**config.mk**
```make
export PLATFORM = sky130hd
export DESIGN_NAME = bts_sequencer
export DESIGN_NICKNAME = d
export VERILOG_FILES = /design/src/logic/bts_pkg.sv /design/src/logic/bts_word_matcher.sv /design/src/logic/bts_sequencer.sv
export VERILOG_INCLUDE_DIRS = /design/src /design/src/logic
export SDC_FILE = /design/constraint.sdc
export NUM_CORES = 1
export LEC_CHECK = 0
export ABC_CLOCK_PERIOD_IN_PS = 5600
export BUFFER_PORTS_ARGS = -buffer_cell sky130_fd_sc_hd__clkbuf_2
export CORE_AREA = 2 2 283 285
export CTS_CLUSTER_SIZE = 12
export DETAILED_ROUTE_END_ITERATION = 8
export DIE_AREA = 0 0 285 287
export GPL_TIMING_DRIVEN = 0
export PLACE_DENSITY_LB_ADDON = 0.25
export SYNTH_ARGS = -nofsm -noshare
export SYNTH_HDL_FRONTEND = slang
export SYNTH_SLANG_ARGS = --single-unit
```
**constraint.sdc**
```tcl
create_clock -name clk_in -period 5.6 [get_ports clk_in]
set_input_delay 1.12 -clock clk_in [delete_from_list [all_inputs] [get_ports clk_in]]
set_output_delay 1.12 -clock clk_in [all_outputs]
set_load 0.02 [all_outputs]
```
**src/logic/bts_defs.svh**
```systemverilog
// Function
// There are exactly two event counters, and each has one compare value that every state shares.
// A counter action with no counter chosen works on counter one.
// Only the matchers of the current state are evaluated, so a later state's matcher waits for a transfer into it.
// A trigger action fires the trigger on the bus cycle whose match caused it.
// A state with no transfer action is held, and its conditions are evaluated, until the next arm.
// An else clause acts on the next qualified bus cycle on which no other clause of the state holds.
// All actions of a taken else clause happen together on that same bus cycle; the code drops the transfer when the clause also triggers.
// Matchers ORed in one clause are evaluated in parallel, and any one of them fires the clause.
// Two clauses, each with its own matcher, act exactly like one clause with both matchers ORed.
// A count action adds one to its counter for each qualified cycle on which it fires.
// After the trigger, both counter values and the triggering state stay readable.
// The state changes only through a transfer action.
// A compare condition holds while its counter equals that counter's compare value.
// A matcher fires when every cared-for address, data and control bit equals the sampled bus.
`ifndef BTS_DEFS_SVH
`define BTS_DEFS_SVH
`define BTS_ADDR_W 16
`define BTS_DATA_W 8
`define BTS_CTRL_W 8
`define BTS_CTR_W 16
`define BTS_SIDX_W 2
`define BTS_CLAUSES 3
`define BTS_ELSE_CLAUSE 2
`define BTS_MATCHERS 2
`define BTS_CTR_RST 16'h0000
`define BTS_CTR_INC 16'h0001
`define BTS_FIRST_STATE 2'h0
`define BTS_SEL_ONE 1'b0
`endif

```
**src/logic/bts_pkg.sv**
```systemverilog
`include "bts_defs.svh"
package bts_pkg;
	typedef enum logic [1:0] {
		BTS_IDLE,
		BTS_RUN,
		BTS_DONE
	} bts_mode_t;

	typedef struct packed {
		logic [`BTS_ADDR_W-1:0] addr;
		logic [`BTS_DATA_W-1:0] data;
		logic [`BTS_CTRL_W-1:0] ctrl;
	} bts_word_t;

	// Condition: OR of chosen terms; actions fire together, except that a trigger cancels the transfer
	typedef struct packed {
		logic use_a;
		logic use_b;
		logic use_cmp;
		logic cmp_sel;
		logic state_transfer_action_en;
		logic [`BTS_SIDX_W-1:0] state_transfer_action_target;
		logic cnt_en;
		logic cnt_sel;
		logic trig_en;
	} bts_clause_t;

	typedef struct packed {
		bts_mode_t mode;
		logic [`BTS_SIDX_W-1:0] state_idx;
		logic [`BTS_CTR_W-1:0] ctr_one;
		logic [`BTS_CTR_W-1:0] ctr_two;
		logic [`BTS_SIDX_W-1:0] trig_state;
		logic trig_pulse;
		bts_word_t bus_meta;
		bts_word_t bus_sync;
		logic valid_meta;
		logic valid_sync;
		logic valid_prev;
	} bts_state_t;
endpackage

```
**src/logic/bts_word_matcher.sv**
```systemverilog
`timescale 1ns/10ps
module bts_word_matcher
	import bts_pkg::*;
(
	input wire bts_word_t value_in,
	input wire bts_word_t care_in,
	input wire bts_word_t sample_in,
	output logic match_out
);
	// Cleared care bits are don't-care
	assign match_out = ((value_in ^ sample_in) & care_in) == '0;
endmodule

```
**src/logic/bts_sequencer.sv**
```systemverilog
`timescale 1ns/10ps
`include "bts_defs.svh"
module bts_sequencer
	import bts_pkg::*;
#(
	parameter int NUM_STATES = 4
) (
	input wire logic clk_in,
	input wire logic reset_in,
	input wire logic [`BTS_ADDR_W-1:0] bus_addr_in,
	input wire logic [`BTS_DATA_W-1:0] bus_data_in,
	input wire logic [`BTS_CTRL_W-1:0] bus_ctrl_in,
	input wire logic bus_cycle_in,
	input wire logic arm_in,
	input wire bts_word_t match_val_in [NUM_STATES][`BTS_MATCHERS],
	input wire bts_word_t match_care_in [NUM_STATES][`BTS_MATCHERS],
	input wire bts_clause_t clause_cfg_in [NUM_STATES][`BTS_CLAUSES],
	input wire logic [`BTS_CTR_W-1:0] cmp_one_in,
	input wire logic [`BTS_CTR_W-1:0] cmp_two_in,
	output logic [`BTS_SIDX_W-1:0] state_out,
	output logic [`BTS_CTR_W-1:0] event_counter_one_out,
	output logic [`BTS_CTR_W-1:0] event_counter_two_out,
	output logic [`BTS_SIDX_W-1:0] trigger_state_report_out,
	output logic trigger_out,
	output logic running_out,
	output logic triggered_out
);
	bts_state_t st_reg;
	bts_state_t st_next;
	logic match_w [NUM_STATES][`BTS_MATCHERS];
	logic cyc;
	logic live;
	logic [1:0] hit;
	logic [2:0] act;
	logic else_present;
	logic inc_one;
	logic inc_two;
	logic trig;
	logic state_transfer_action_take;
	logic [`BTS_SIDX_W-1:0] state_transfer_action_tgt;
	bts_clause_t cl;
	bts_clause_t else_cl;

	genvar gs, gm;
	generate
		for (gs = 0; gs < NUM_STATES; gs++) begin : g_state
			for (gm = 0; gm < `BTS_MATCHERS; gm++) begin : g_match
				bts_word_matcher u_match (
					.value_in(match_val_in[gs][gm]),
					.care_in(match_care_in[gs][gm]),
					.sample_in(st_reg.bus_sync),
					.match_out(match_w[gs][gm])
				);
			end
		end
	endgenerate

	// Qualified cycle: rising edge of the synchronised strobe
	assign cyc = st_reg.valid_sync & ~st_reg.valid_prev;
	assign live = cyc && (st_reg.mode == BTS_RUN);

	always_comb begin
		st_next = st_reg;
		st_next.bus_meta = {bus_addr_in, bus_data_in, bus_ctrl_in};
		st_next.bus_sync = st_reg.bus_meta;
		st_next.valid_meta = bus_cycle_in;
		st_next.valid_sync = st_reg.valid_meta;
		st_next.valid_prev = st_reg.valid_sync;
		st_next.trig_pulse = 1'b0;
		hit = 2'b00;
		act = 3'b000;
		inc_one = 1'b0;
		inc_two = 1'b0;
		trig = 1'b0;
		state_transfer_action_take = 1'b0;
		state_transfer_action_tgt = st_reg.state_idx;
		cl = clause_cfg_in[st_reg.state_idx][`BTS_ELSE_CLAUSE];
		else_present = cl.state_transfer_action_en | cl.cnt_en | cl.trig_en;
		// Only the current state's matchers take part
		for (int c = 0; c < 2; c++) begin
			cl = clause_cfg_in[st_reg.state_idx][c];
			hit[c] = live && ((cl.use_a && match_w[st_reg.state_idx][0])
				|| (cl.use_b && match_w[st_reg.state_idx][1])
				|| (cl.use_cmp && (cl.cmp_sel ? (st_reg.ctr_two == cmp_two_in)
				: (st_reg.ctr_one == cmp_one_in))));
		end
		act[1:0] = hit;
		act[2] = live && else_present && (hit == 2'b00);
		// Lowest clause wins when two transfers disagree
		for (int c = `BTS_CLAUSES - 1; c >= 0; c--) begin
			cl = clause_cfg_in[st_reg.state_idx][c];
			if (act[c]) begin
				if (cl.cnt_en && (cl.cnt_sel == `BTS_SEL_ONE)) begin
					inc_one = 1'b1;
				end
				if (cl.cnt_en && (cl.cnt_sel != `BTS_SEL_ONE)) begin
					inc_two = 1'b1;
				end
				if (cl.trig_en) begin
					trig = 1'b1;
				end
				if (cl.state_transfer_action_en) begin
					state_transfer_action_take = 1'b1;
					state_transfer_action_tgt = cl.state_transfer_action_target;
				end
			end
		end
		if (inc_one) begin
			st_next.ctr_one = st_reg.ctr_one + `BTS_CTR_INC;
		end
		if (inc_two) begin
			st_next.ctr_two = st_reg.ctr_two + `BTS_CTR_INC;
		end
		case (st_reg.mode)
			BTS_RUN: begin
				if (trig) begin
					// Freeze state so the report names where it fired
					st_next.mode = BTS_DONE;
					st_next.trig_state = st_reg.state_idx;
					st_next.trig_pulse = 1'b1;
				end else if (state_transfer_action_take) begin
					st_next.state_idx = state_transfer_action_tgt;
				end
			end
			BTS_IDLE, BTS_DONE: begin
				st_next.mode = st_reg.mode;
			end
			default: begin
				st_next.mode = BTS_IDLE;
			end
		endcase
		// Stays in a state without a transfer until rearmed
		if (arm_in) begin
			st_next.mode = BTS_RUN;
			st_next.state_idx = `BTS_FIRST_STATE;
			st_next.ctr_one = `BTS_CTR_RST;
			st_next.ctr_two = `BTS_CTR_RST;
			st_next.trig_pulse = 1'b0;
		end
	end

	always_ff @(posedge clk_in) begin
		if (reset_in) begin
			st_reg <= '0;
			st_reg.mode <= BTS_IDLE;
			st_reg.state_idx <= `BTS_FIRST_STATE;
			st_reg.ctr_one <= `BTS_CTR_RST;
			st_reg.ctr_two <= `BTS_CTR_RST;
		end else begin
			st_reg <= st_next;
		end
	end

	assign state_out = st_reg.state_idx;
	assign event_counter_one_out = st_reg.ctr_one;
	assign event_counter_two_out = st_reg.ctr_two;
	assign trigger_state_report_out = st_reg.trig_state;
	assign trigger_out = st_reg.trig_pulse;
	assign running_out = st_reg.mode == BTS_RUN;
	assign triggered_out = st_reg.mode == BTS_DONE;
	assign else_cl = clause_cfg_in[st_reg.state_idx][`BTS_ELSE_CLAUSE];
endmodule

```
After elaboration in Yosys (flattened, before gate mapping)

Cells that the tools add are included.

Bitwise gates (word level): 27
Order comparisons: 1
Mux-type cells: 47
Reduce and logical (&&, ||, !) cells: 38
Eq/ne operators: 7
$add $sub $neg: 2

Operator list:

| operator                                                  | number |
|---|---|
| AND 32 bit                                                | 8 |
| logical NOT 32 bit                                        | 8 |
| XOR 32 bit                                                | 8 |
| binary-select mux 30 bit (select 2 bit)                   | 1 |
| two-way mux 30 bit                                        | 2 |
| two-way mux 35 bit                                        | 1 |
| adder 16 x 1 -> 16 bit (second input constant)            | 2 |
| equality test 16 bit                                      | 2 |
| two-way mux 16 bit                                        | 2 |
| two-way mux 1 bit                                         | 27 |
| two-way mux 2 bit                                         | 12 |
| logical AND 1 bit                                         | 17 |
| NOT 1 bit                                                 | 7 |
| AND reduction 2 bit                                       | 3 |
| binary-select mux 2 bit (select 2 bit)                    | 1 |
| logical NOT 2 bit                                         | 2 |
| logical OR 1 bit                                          | 4 |
| one-hot mux 2 bit (2 select lines)                        | 1 |
| OR reduction 2 bit                                        | 2 |
| greater-or-equal comparator 3 bit (second input constant) | 1 |
| != test 3 x 2 -> 1 bit (second input constant)            | 1 |
| NOT 2 -> 3 bit                                            | 1 |
| AND reduction 3 bit                                       | 1 |
| OR reduction 3 bit                                        | 1 |
| other kinds (6)                                           | 7 |

Input port bits: 700
Register bits after elaboration: 106
Word-level logic and storage cells: 138

Logic depth before layout (Yosys ltp)

Gate-level depths: netlist of the first run.

Depth after elaboration: 21
Gate-level depth with buffers: 13

Hierarchy

From an unflattened synthesis of the first run, not the netlist that was laid out.

Cells, all modules: 942
Area total of the unflattened synthesis: 8,672.1 um2

By module, submodules not included:

| module           | sequential area each (um2) | cells an instance | area each (um2) | instances |
|---|---|---|---|---|
| bts_sequencer    | 2,122.0                    | 518               | 5,168.7         | 1 |
| bts_word_matcher | 0.0                        | 53                | 437.9           | 8 |

Least setup slack after synthesis of the first run

OpenSTA, ideal clock, no wires.

Path kind: input to register
From: in match_val_in[109] in the netlist's numbering
To: reg st_reg (netlist bit event_counter_two_out[6])
Arrival: 3.514 ns
Stages on the path: 12
Library setup time: 0.070 ns
Data required time: 5.530 ns
Setup slack: 2.016 ns
Cell sequence: xor2_1 -> a22oi_1 -> nand4_1 -> or3_1 -> o22a_1 -> nor2_4 -> o21ai_2 -> a311oi_4 -> nor3_2 -> buf_6 -> or4_1 -> a21oi_1

Word-level cells in the longest chain between the ends: 17

Ends and longest elaborated chain:

| what                                     | RTL line               | source |
|---|---|---|
| start, declared                          | bts_sequencer.sv:15    | `` input wire bts_word_t match_val_in [NUM_STATES][`BTS_MATCHERS], `` |
| XOR 32 bit *                             | bts_word_matcher.sv:11 | `assign match_out = ((value_in ^ sample_in) & care_in) == '0;` |
| AND 32 bit *                             | bts_word_matcher.sv:11 |  |
| logical NOT 32 bit *                     | bts_word_matcher.sv:11 |  |
| binary-select mux 2 bit (select 2 bit) * | bts_sequencer.sv:82    | `hit[c] = live && ((cl.use_a && match_w[st_reg.state_idx][0])` |
| two-way mux 2 bit * (2 in series)        | -                      |  |
| logical AND 1 bit                        | bts_sequencer.sv:82    |  |
| logical OR 1 bit                         | bts_sequencer.sv:83    | `\|\| (cl.use_b && match_w[st_reg.state_idx][1])` |
| logical OR 1 bit                         | bts_sequencer.sv:84    | `\|\| (cl.use_cmp && (cl.cmp_sel ? (st_reg.ctr_two == cmp_two_in)` |
| logical AND 1 bit                        | bts_sequencer.sv:82    |  |
| logical NOT 2 bit                        | bts_sequencer.sv:88    | `act[2] = live && else_present && (hit == 2'b00);` |
| logical AND 1 bit                        | bts_sequencer.sv:88    |  |
| two-way mux 1 bit                        | bts_sequencer.sv:92    | `if (act[c]) begin` |
| two-way mux 1 bit                        | bts_sequencer.sv:96    | `` if (cl.cnt_en && (cl.cnt_sel != `BTS_SEL_ONE)) begin `` |
| two-way mux 1 bit                        | bts_sequencer.sv:92    |  |
| two-way mux 1 bit                        | bts_sequencer.sv:96    |  |
| two-way mux 1 bit *                      | bts_sequencer.sv:92    |  |
| end signal, assigned                     | bts_sequencer.sv:150   | `st_reg <= st_next;` |
| end, declared                            | bts_sequencer.sv:28    | `bts_state_t st_reg;` |

Every way passes the cells marked *; elsewhere a longest branch is shown, timed or not. The select of a mux whose other input is x is not followed.
A chain may end at the register's enable or synchronous reset.

Worst setup path in the final report of the first run

From: reg st_reg (netlist bit state_out[0])
To: reg st_reg (netlist bit state_out[1])

Word-level cells in the longest chain between the ends: 17

Ends and longest elaborated chain:

| what                                                                                                     | RTL line                                 | source |
|---|---|---|
| NOT 2 -> 3 bit *                                                                                         | -                                        |  |
| binary-select mux 30 bit (select 2 bit) / binary-select mux 2 bit (select 2 bit) (equally long branches) | -                                        |  |
| two-way mux 30 bit (not written as such) / two-way mux 2 bit (equally long branches) (2 in series)       | bts_sequencer.sv:91, bts_sequencer.sv:83 |  |
| two-way mux 1 bit (tied with other cells)                                                                | bts_sequencer.sv:84                      |  |
| logical AND 1 bit / logical OR 1 bit (equally long branches)                                             | bts_sequencer.sv:84, bts_sequencer.sv:83 |  |
| logical OR 1 bit                                                                                         | bts_sequencer.sv:84                      |  |
| logical AND 1 bit                                                                                        | bts_sequencer.sv:82                      |  |
| logical NOT 2 bit                                                                                        | bts_sequencer.sv:88                      |  |
| logical AND 1 bit                                                                                        | bts_sequencer.sv:88                      |  |
| two-way mux 1 bit                                                                                        | bts_sequencer.sv:92                      |  |
| two-way mux 1 bit                                                                                        | bts_sequencer.sv:99                      | `if (cl.trig_en) begin` |
| two-way mux 1 bit                                                                                        | bts_sequencer.sv:92                      |  |
| two-way mux 1 bit                                                                                        | bts_sequencer.sv:99                      |  |
| two-way mux 1 bit                                                                                        | bts_sequencer.sv:92                      |  |
| NOT 1 bit (no line)                                                                                      | -                                        |  |
| AND reduction 3 bit (no line)                                                                            | -                                        |  |

Marks and branches as above.

==> run metrics, run 1 <==
status complete, no violations; crit path capture type flop; sequential area share after synthesis 23.4%; CTS Root Cell clkbuf_16; Num CTS Buffers 9; IO Port Bufs 722; CP Max Fanout 10; critical path class flop to flop; die width 285 um; Post-DRT Antenna Nets 0; DRC 0; Tmin final slightly above 5 ns; Peak Freq around 200 MHz; EDFF count, synth 0; H-tree depth 3; vias in the first global route 11,400; final setup fails 0; Wirelength per Cell 27.0 um; Distinct cells, synth 68; number of detailed-route iterations in the first pass 6; detailed placer's ending HPWL 66,600 um; CP startpoint state_out[0]; IO Pins 739; starting DRC count in detailed routing about 650; Power Dens Cells 151 nW/um2; placed insts 2,776; reg-to-reg startpoint state_out[0]; cell row count ~100; Tot GR Track Use between 15 and 20%; post-synth net total 1,706; max reg flops 35; GPL Wtd Cong 1.04; synthesized flop and latch total between 100 and 150; clock latency on the worst-skew pair ~0.37 ns; CP Cell Sequence buf_2, buf_6, buf_2, nand4_1, nor4_2, or3_2, nand3_2, a311oi_1, nor3_1, o21a_1, a211oi_1; Routed WL 75,600 um; final core occ a little under a fifth; layout cell share with drive strength beyond 1 48.9%; final number of hold-violating endpoints 0; Syn. warnings 0; first-pass GRT wire length 98,500 um; Worst EP arrival 5.29 ns; Register Area 2120 um2; routed vias/inst 3.90; CTS tree done; Resize count post-CTS 0; Slowest cell on crit path nor4_2; Clock Path Buffers 2; LEAKAGE around 0.0073 uW; Die Y approximately 290 um; antenna violations before repair 16; post-synth top area share 28.4%; Top cell by count, worst path buf_2; total grt overflow 0; CP endpoint state_out[1]; Post-synth top cells 294 x xor2_1, 106 x dfxtp_1, 98 x a22oi_1, 70 x nor2b_1, 49 x buf_4; fill count 9,046; r2r setup slk 0.49 ns; vias post-DR 10,900; Final Non-Filler Cells 2,797; total negative setup slack 0 ns; post-CTS setup buffer count 0; crit start category flop; Synth Instances between 1,000 and 1,500; Hold Slack 0.439 ns; Final nets between 2,000 and 2,500; CTS sink count about 110; Area growth syn-to-layout 58.0%; CTS clk-pin slew, worst paths 0.08 ns; top_reg_cell synth dfxtp_1; clk_skew 0.0119 ns; HP Class flop to flop; unrepaired setup endpoints after global routing no; hold buffer count at CTS 0; Die Area 81,800 um2; biggest area consumer among synthesized cells xor2_1; Rel. slew slack approximately 29%; largest net degree at the start of global routing 20; largest cells by area after synthesis xor2_1 28%, dfxtp_1 23%, a22oi_1 8.1%, mux4_2 5.2%, nor2b_1 4.8%; Max Transition Viols Final 0; multi-input combinational cell area 6280 um2; Initial Utilization 11.5%; Core ar. 78,600 um2; WP data required 5.78 ns; max cap viols 0; Post-Syn Area 9060 um2; CP peak stage delay 0.83 ns; Syn Area/Cell around 9.0 um2; Worst Max-Slew Pin Slew 1.06 ns; FF-to-FF End state_out[1]; count leader, synth xor2_1; ys async rst share 0%; reg2reg path depth 11; maximum VDD drop 120 uV; Final period util 91.3%
==> metal layers <==
layer	track usage, %	wire length, um	vias to the layer above
li1	-	-	5083
met1	23.2	33500	5240
met2	30.6	36500	525
met3	3.34	4600	59
met4	2.93	933	10
met5	0	58	-
==> final cells by class <==
type                            instances  share of cell area [%]
Inverter                               11                   0.288
Tap cell                             1050                    9.18
Antenna cell                            5                  0.0874
Buffer                                 95                    4.34
Clock inverter                          7                   0.621
Clock buffer                            9                    1.57
Multi-Input combinational cell        792                    43.8
Timing Repair Buffer                  722                    25.2
Sequential cell                       106                    14.8
==> layout by cell type (no fill, tap or decap), types with 3 or more instances in the layout <==
cell type and n:
a211oi_1 4, a21oi_1 24, a221oi_1 6, a222oi_1 8
a22o_1 7, a22oi_1 98, a31oi_1 3, and2_1 6
and3_1 8, buf_2 17, buf_4 49, buf_6 8
clkbuf_1 20, clkbuf_16 9, clkbuf_2 722, dfxtp_1 106
diode_2 5, inv_1 11, mux2i_1 10, mux4_2 21
nand2_1 30, nand3_1 19, nand3b_1 3, nand4_1 35
nor2_1 21, nor2b_1 70, nor3_1 9, nor4_1 11
o211ai_1 6, o21a_1 7, o21ai_0 9, o31ai_1 18
or3_1 14, or4_1 8, xor2_1 294
==> metrics by stage <==
stage	power (uW)	instance area (um2)	setup WS (ns)
global route	2280	14300	0.113
detailed placement	1510	14000	0.124
floorplan	1070	9060	2.02
global placement	1510	14000	0.0864
finish	2170	14300	0.488
CTS	2200	14300	0.0964
==> kinds of logic (layout without fill, tap and decap cells) <==
logic type	count (synthesis)	in the layout	share of synthesized area, %
XOR/XNOR	295	295	28.5
AND/OR/NAND/NOR	251	251	16.2
AO/OA/AOI/OAI	212	212	17.8
flip-flops	106	106	23.4
buffers and inverters	106	844	7.32
multiplexers	32	32	6.45
adder cells (fa/ha/maj)	2	2	0.276
other	0	5	0
==> how the worst min path moves through the flow <==
| stage | from | end | slack (ns) | cells after the start |
|---|---|---|---|---|
| 6_report | st_next[6] | st_reg[6] | 0.44 | 1 |
| 5_1_grt | st_next[32] | st_reg[32] | 0.46 | 1 |
| 4_1_cts | st_next[6] | st_reg[6] | 0.44 | 1 |
| 3_5_place_dp | st_next[6] | st_reg[6] | 0.42 | 1 |
| 3_3_place_gp | st_next[32] | st_reg[32] | 0.42 | 1 |
| 2_1_floorplan | st_next[1] | st_next[0] | 0.41 | 1 |
==> report_power, final <==
| part | internal [uW] | switching (uW) | total (uW) |
|---|---|---|---|
| clock | 357 | 327 | 684 |
| combinational | 330 | 372 | 702 |
| sequential | 776 | 5.04 | 781 |
==> worst max-delay path, delay by kind of cell, from the launching register on <==
family / cells / cell delay [ns]
flops: 1 / 0.45
compound gates: 3 / 1.54
buf+inv: 3 / 1.11
simple gates: 5 / 1.78
No activity file was read; power rests on OpenSTA's default activity.
==> inputs of run 2 (changes only) <==
--- a/config.mk
+++ b/config.mk
@@ -6,12 +6,14 @@
 export SDC_FILE = /design/constraint.sdc
 export NUM_CORES = 1
 export LEC_CHECK = 0
+export ABC_AREA = 1
 export ABC_CLOCK_PERIOD_IN_PS = 5600
 export BUFFER_PORTS_ARGS = -buffer_cell sky130_fd_sc_hd__clkbuf_2
-export CORE_AREA = 2 2 283 285
+export CORE_AREA = 2 2 285 287
 export CTS_CLUSTER_SIZE = 12
 export DETAILED_ROUTE_END_ITERATION = 8
-export DIE_AREA = 0 0 285 287
+export DIE_AREA = 0 0 287 289
+export GPL_ROUTABILITY_DRIVEN = 0
 export GPL_TIMING_DRIVEN = 0
 export PLACE_DENSITY_LB_ADDON = 0.25
 export SYNTH_ARGS = -nofsm -noshare
==> run metrics, run 2 <==
Final Worst Setup Slack 1.71 ns (was 0.488 ns); IO Port Bufs 721 (was 722); total grt overflow 0 (unchanged); power share of the sequential group 35.7% (was 36.0%); first-pass GRT wire length 106,000 um (was 98,500 um); max cap viols 0 (unchanged); final number of hold-violating endpoints 0 (unchanged); count leader, synth nand2_1 (was xor2_1); starting DRC count in detailed routing 861 (was 647); post-synth net total 2,664 (was 1,706); Synth Instances 1,962 (was 1,004); Syn. warnings 0 (unchanged); biggest area consumer among synthesized cells nand2_1 (was xor2_1); Post-synth top cells 601 x nand2_1, 303 x nand3_1, 219 x inv_1, 219 x nor2_1, 122 x or2_2 (was 294 x xor2_1, 106 x dfxtp_1, 98 x a22oi_1, 70 x nor2b_1, 49 x buf_4); Psw 792 uW (was 704 uW); Post-Syn Area 10,900 um2 (was 9060 um2); synthesized flop and latch total 106 (unchanged); multi-input combinational cell area 7230 um2 (was 6280 um2); clk_skew 0.0158 ns (was 0.0119 ns); crit path capture type flop (unchanged); Resize count post-CTS 0 (unchanged); ys async rst share 0% (unchanged); Max Transition Viols Final 0 (unchanged); clock latency on the worst-skew pair 0.38 ns (was 0.37 ns); WP data required 5.90 ns (was 5.78 ns); EDFF count, synth 0 (unchanged); Tot GR Track Use 18.3% (was 17.7%); Worst EP arrival 4.19 ns (was 5.29 ns); antenna violations before repair 20 (was 16); Tmin final 3.89 ns (was 5.11 ns); Die Y 289 um (was 287 um); post-synth top area share 20.6% (was 28.4%); fill count 9,509 (was 9,046); Post-DRT Antenna Nets 0 (unchanged); Num CTS Buffers 9 (unchanged); Die Area 82,900 um2 (was 81,800 um2); most frequent cells in the layout 725 x clkbuf_2, 601 x nand2_1, 303 x nand3_1, 219 x nor2_1, 219 x inv_1 (was 722 x clkbuf_2, 294 x xor2_1, 106 x dfxtp_1, 98 x a22oi_1, 70 x nor2b_1); largest cells by area after synthesis nand2_1 21%, dfxtp_1 19%, nand3_1 14%, inv_1 7.5%, nor2_1 7.5% (was xor2_1 28%, dfxtp_1 23%, a22oi_1 8.1%, mux4_2 5.2%, nor2b_1 4.8%); H-tree depth 3 (unchanged); detailed placer's ending HPWL 70,600 um (was 66,600 um); Core ar. 79,900 um2 (was 78,600 um2); hold buffer count at CTS 0 (unchanged); CTS tree done (unchanged); IO Pins 739 (unchanged); Clk pwr share 31.4% (was 31.6%); vias in the first global route 14,100 (was 11,400); Area growth syn-to-layout 48.2% (was 58.0%); crit start category flop (unchanged); HP Class flop to flop (unchanged); maximum VDD drop 115 uV (was 120 uV); number of detailed-route iterations in the first pass 5 (was 6); Clock Path Buffers 2 (unchanged); Pint 1470 uW (was 1460 uW); CP Max Fanout 10 (unchanged); Wirelength per Cell 21.2 um (was 27.0 um); Power Dens Cells 140 nW/um2 (was 151 nW/um2); critical path class flop to flop (unchanged); die width 287 um (was 285 um); status complete, no violations (unchanged); cell row count 104 (was 103); Combinational Power Share 32.9% (was 32.4%); vias post-DR 15,100 (was 10,900); routed vias/inst 4.01 (was 3.90); Final nets 3,396 (was 2,439); Distinct cells, synth 42 (was 68); Worst Max-Slew Pin Slew 0.986 ns (was 1.06 ns); final setup fails 0 (unchanged); max reg flops 35 (unchanged); LEAKAGE 0.00868 uW (was 0.00726 uW); largest net degree at the start of global routing 21 (was 20); post-CTS setup buffer count 0 (unchanged); pre-CTS setup slack 1.40 ns (was 0.124 ns); Rel. slew slack 34.2% (was 29.0%); r2r setup slk 1.71 ns (was 0.49 ns); Sw Ratio 34.9% (was 32.5%); CTS Root Cell clkbuf_16 (unchanged); Register Area 2120 um2 (unchanged); Peak Freq 257 MHz (was 196 MHz); CTS clk-pin slew, worst paths 0.08 ns (about the same); CTS sink count 106 (unchanged); layout cell share with drive strength beyond 1 36.6% (was 48.9%); DRC 0 (unchanged); most common cell after layout, fill and taps aside clkbuf_2 (unchanged); Final period util 69.4% (was 91.3%); Initial Utilization 13.7% (was 11.5%); top_reg_cell synth dfxtp_1 (unchanged); Syn Area/Cell 5.58 um2 (was 9.03 um2); unrepaired setup endpoints after global routing no (unchanged); Routed WL 79,700 um (was 75,600 um); sequential area share after synthesis 19.4% (was 23.4%); total negative setup slack 0 ns (unchanged)
-- run 2: cell count changes after synthesis, sizes merged, moves of 70 or more --
cell,change
nor2b,-70
xor2,-270
inv,+221
a22oi,-98
nand3,+295
nand2,+575
or2,+150
nor2,+202
-- run 2: per-stage QoR --
| step | area [um2] | hold slack [ns] | total power, uW | util, % | instances |
|---|---|---|---|---|---|
| floorplan | 10900 | 0.388 | 1120 | - | 1962 |
| global placement | 15900 | 0.390 | 1580 | 19.9 | 3743 |
| detailed placement | 15900 | 0.392 | 1590 | 19.9 | 3743 |
| CTS | 16200 | 0.402 | 2320 | 20.3 | 3759 |
| global route | 16200 | 0.421 | 2420 | 20.3 | 3762 |
| finish | 16200 | 0.401 | 2270 | 20.3 | 3765 |
-- run 2: power by group through the flow --
stage,registers [uW],logic [uW],clock network (uW)
after floorplan,803,314,0
after global routing,814,834,770
after CTS,812,760,750
after global placement,830,750,0
after detailed placement,829,757,0
final,810,746,711
-- run 2: worst max-delay path: stages, from the launching register on --
cell and delay [ns]:
dfxtp_1 0.97, buf_4 0.44, nand2_1 0.08, nand3_1 0.09, nand2_1 0.05, nor2_1 0.40, nand2_1 0.11, nor2_1 0.10
nand3_1 0.16, nand3_2 0.14, nand3_2 0.12, nand3_2 0.11, nand2_2 0.05, nor2_2 0.20, nand2_1 0.07, nand2_1 0.08
inv_2 0.11, nand2_4 0.13, buf_6 0.16, nand2_1 0.06, a21oi_1 0.14
-- run 2: layout make-up --
cell class | count | share of cell area, %
diodes | 6 | 0.0926
plain buffers | 109 | 4.42
clock buffers | 9 | 1.39
clock inverters | 7 | 0.586
inverters | 232 | 5.37
multi-input cells | 1515 | 44.6
flip-flops and latches | 106 | 13.1
well taps | 1060 | 8.18
repair buffers | 721 | 22.3
-- run 2: worst paths after layout --
| check | startpoint | end | cells after the start |
|---|---|---|---|
| worst max-delay path | st_reg[20] | event_counter_two_out[9] | 20 |
| worst min-delay path | st_next[31] | st_reg[31] | 2 |
| worst max register to register | st_reg[20] | event_counter_two_out[9] | 20 |
| worst min register to register | st_next[31] | st_reg[31] | 2 |
-- run 2: logic make-up after synthesis --
family | synth area share, %
AO/OA/AOI/OAI | 5.53
XOR/XNOR | 4.32
adder cells (fa/ha/maj) | 0.229
buffers and inverters | 14.5
flip-flops | 19.4
AND/OR/NAND/NOR | 56.0
-- run 2: routing by layer --
layer	up-vias	global-route usage, %	wire length [um]
met4	8	4.97	1850
met1	6817	24.1	35500
li1	7610	-	-
met5	-	0	54
met2	582	31.0	37300
met3	80	2.81	4940
==> inputs of run 3 (changes only) <==
--- a/config.mk
+++ b/config.mk
@@ -6,13 +6,13 @@
 export SDC_FILE = /design/constraint.sdc
 export NUM_CORES = 1
 export LEC_CHECK = 0
-export ABC_AREA = 1
-export ABC_CLOCK_PERIOD_IN_PS = 5600
+export ABC_AREA = 0
+export ABC_CLOCK_PERIOD_IN_PS = 3200
 export BUFFER_PORTS_ARGS = -buffer_cell sky130_fd_sc_hd__clkbuf_2
-export CORE_AREA = 2 2 285 287
+export CORE_AREA = 2 2 290 292
 export CTS_CLUSTER_SIZE = 12
 export DETAILED_ROUTE_END_ITERATION = 8
-export DIE_AREA = 0 0 287 289
+export DIE_AREA = 0 0 292 294
 export GPL_ROUTABILITY_DRIVEN = 0
 export GPL_TIMING_DRIVEN = 0
 export PLACE_DENSITY_LB_ADDON = 0.25
==> constraint.sdc (replaced) <==
create_clock -name clk_in -period 3.2 [get_ports clk_in]
set_input_delay 0.64 -clock clk_in [delete_from_list [all_inputs] [get_ports clk_in]]
set_output_delay 0.64 -clock clk_in [all_outputs]
set_load 0.02 [all_outputs]
==> run metrics, run 3 (synthesized netlist as in run 1, its figures left out) <==
status complete, but fails checks (was complete, no violations); failing checks setup timing; routed vias/inst 3.83 (was 4.01); CP Max Fanout 5 (was 10); largest net degree at the start of global routing 20 (was 21); clk_skew 0.0159 ns (was 0.0158 ns); Die Area 85,800 um2 (was 82,900 um2); Max Transition Viols Final 0 (unchanged); Sw Ratio 32.4% (was 34.9%); CTS sink count 106 (unchanged); crit start category flop (unchanged); GRT met2 Usage 28.5% (was 31.0%); IO Pins 739 (unchanged); Pint 2680 uW (was 1470 uW); Final nets 2,490 (was 3,396); Wirelength per Cell 26.4 um (was 21.2 um); first-pass GRT wire length 97,500 um (was 106,000 um); die width 292 um (was 287 um); number of detailed-route iterations in the first pass 9 (was 5); Area growth syn-to-layout 71.5% (was 48.2%); critical path class flop to flop (unchanged); final setup fails 38 (was 0); most common cell after layout, fill and taps aside clkbuf_2 (unchanged); final core occ 18.7% (was 20.3%); Clock Path Buffers 2 (unchanged); power share of the sequential group 34.7% (was 35.7%); unrepaired setup endpoints after global routing yes (was no); Post-DP Area 14,000 um2 (was 15,900 um2); clock latency on the worst-skew pair 0.38 ns (about the same); crit path capture type flop (unchanged); WP data required 3.46 ns (was 5.90 ns); Final Worst Setup Slack -0.538 ns (was 1.71 ns); max reg flops 35 (unchanged); Power Dens Cells 255 nW/um2 (was 140 nW/um2); Tot GR Track Use 17.0% (was 18.3%); Peak Freq 268 MHz (was 257 MHz); maximum VDD drop 233 uV (was 115 uV); grt peak-use layer met2 (unchanged); Worst EP arrival 3.99 ns (was 4.19 ns); Initial Utilization 10.9% (was 13.7%); CTS tree done (unchanged); starting DRC count in detailed routing 915 (was 861); Post-DRT Antenna Nets 0 (unchanged); IO Port Bufs 722 (was 721); cell row count 106 (was 104); Routed WL 76,000 um (was 79,700 um); Rel. slew slack 43.9% (was 34.2%); total power 3960 uW (was 2270 uW); M3 GR Usage 4.35% (was 2.81%); CTS clk-pin slew, worst paths 0.09 ns (was 0.08 ns); layout cell share with drive strength beyond 1 53.7% (was 36.6%); vias in the first global route 11,100 (was 14,100); max cap viols 0 (unchanged); Num CTS Buffers 9 (unchanged); CTS Root Cell clkbuf_16 (unchanged); total grt overflow 0 (unchanged); most frequent cells in the layout 724 x clkbuf_2, 293 x xor2_1, 100 x dfxtp_1, 93 x a22oi_1, 84 x buf_4 (was 725 x clkbuf_2, 601 x nand2_1, 303 x nand3_1, 219 x nor2_1, 219 x inv_1); Combinational Power Share 32.2% (was 32.9%); Final period util 117% (was 69.4%); H-tree depth 3 (unchanged); final number of hold-violating endpoints 0 (unchanged); reg-to-reg startpoint st_reg[22] (was st_reg[20]); Core ar. 82,900 um2 (was 79,900 um2); antenna violations before repair 35 (was 20); Worst Hold End st_reg[7] (was st_reg[31]); r2r setup slk -0.54 ns (was 1.71 ns); Die Y 294 um (was 289 um); detailed placer's ending HPWL 65,600 um (was 70,600 um); hold_sp st_next[7] (was st_next[31]); LEAKAGE 0.00767 uW (was 0.00868 uW); Psw 1280 uW (was 792 uW); Worst Max-Slew Pin Slew 0.842 ns (was 0.986 ns); FF-to-FF End state_out[1] (was event_counter_two_out[9]); Final Cell Area 15,500 um2 (was 16,200 um2); hold buffer count at CTS 0 (unchanged); vias post-DR 11,000 (was 15,100); hold depth 1 (was 2); total negative setup slack -13.43 ns (was 0 ns); HP Class flop to flop (unchanged); reg2reg path depth 15 (was 20); Global Route met1 Usage 21.5% (was 24.1%); DRC 0 (unchanged); Tmin final 3.74 ns (was 3.89 ns); Clk pwr share 33.1% (was 31.4%)
## run 3: final cells by class
class / instances / area [um2]
Sequential cell: 106 / 2130
Buffer: 93 / 779
Clock inverter: 7 / 110
Fill cell: 9450 / 67400
Tap cell: 1080 / 1350
Multi-Input combinational cell: 793 / 6780
Timing Repair Buffer: 774 / 4090
Clock buffer: 9 / 225
Inverter: 11 / 41.3
Antenna cell: 10 / 25.0
## run 3: per-layer routing
metal / up-vias / wire (um) / share of wire [%]
met5: - / 103 / 0.14
met4: 16 / 2030 / 2.7
met3: 93 / 6140 / 8.1
met2: 582 / 36000 / 47
met1: 5167 / 31800 / 42
li1: 5181 / - / -
## run 3: power groups by stage
| stage | sequential (uW) | clock, uW | combinational, uW |
|---|---|---|---|
| finish | 1370 | 1310 | 1280 |
| global route | 1380 | 1410 | 1380 |
| CTS | 1370 | 1370 | 1270 |
| detailed placement | 1400 | 0 | 1210 |
| global placement | 1400 | 0 | 1220 |
| floorplan | 1400 | 0 | 469 |
## run 3: worst max-delay path, stage by stage (launching register included)
cell and delay [ns]:
dfxtp_4 0.42, buf_12 0.15, buf_12 0.14, xor2_1 0.17, a22oi_1 0.19, nand4_1 0.16, nor3_4 0.50, nand4_1 0.15
buf_4 0.21, nand3_2 0.13, nand3_4 0.13, buf_4 0.17, a311oi_4 0.35, nor3_1 0.14, o21a_1 0.22, a211oi_4 0.35
## run 3: worst max-delay path by stage
stage	start	to	depth (start not counted)
floorplan	match_val_in[109]	event_counter_two_out[6]	12
global route	st_reg[19]	event_counter_two_out[6]	14
global placement	state_out[0]	state_out[1]	12
finish	st_reg[22]	state_out[1]	15
detailed placement	state_out[0]	state_out[1]	12
CTS	st_reg[5]	event_counter_two_out[6]	14
## run 3: timing repair
item | 4_1_cts | 5_1_grt
buffers inserted | 24 | 27
endpoints found under the hold margin | 0 | 0
gates resized for setup | 118 | 43
setup endpoints to repair | 39 | 39
pin swaps | 51 | 25
cloned | 2 | 0
## run 3: per-stage QoR
step / std cells / hold slack [ns] / setup WS, ns
6_report: 2883 / 0.422 / -0.538
5_1_grt: 2879 / 0.438 / -0.651
4_1_cts: 2848 / 0.427 / -0.640
3_5_place_dp: 2806 / 0.423 / -2.37
3_3_place_gp: 2806 / 0.416 / -2.36
2_1_floorplan: 1004 / 0.414 / 0.0961
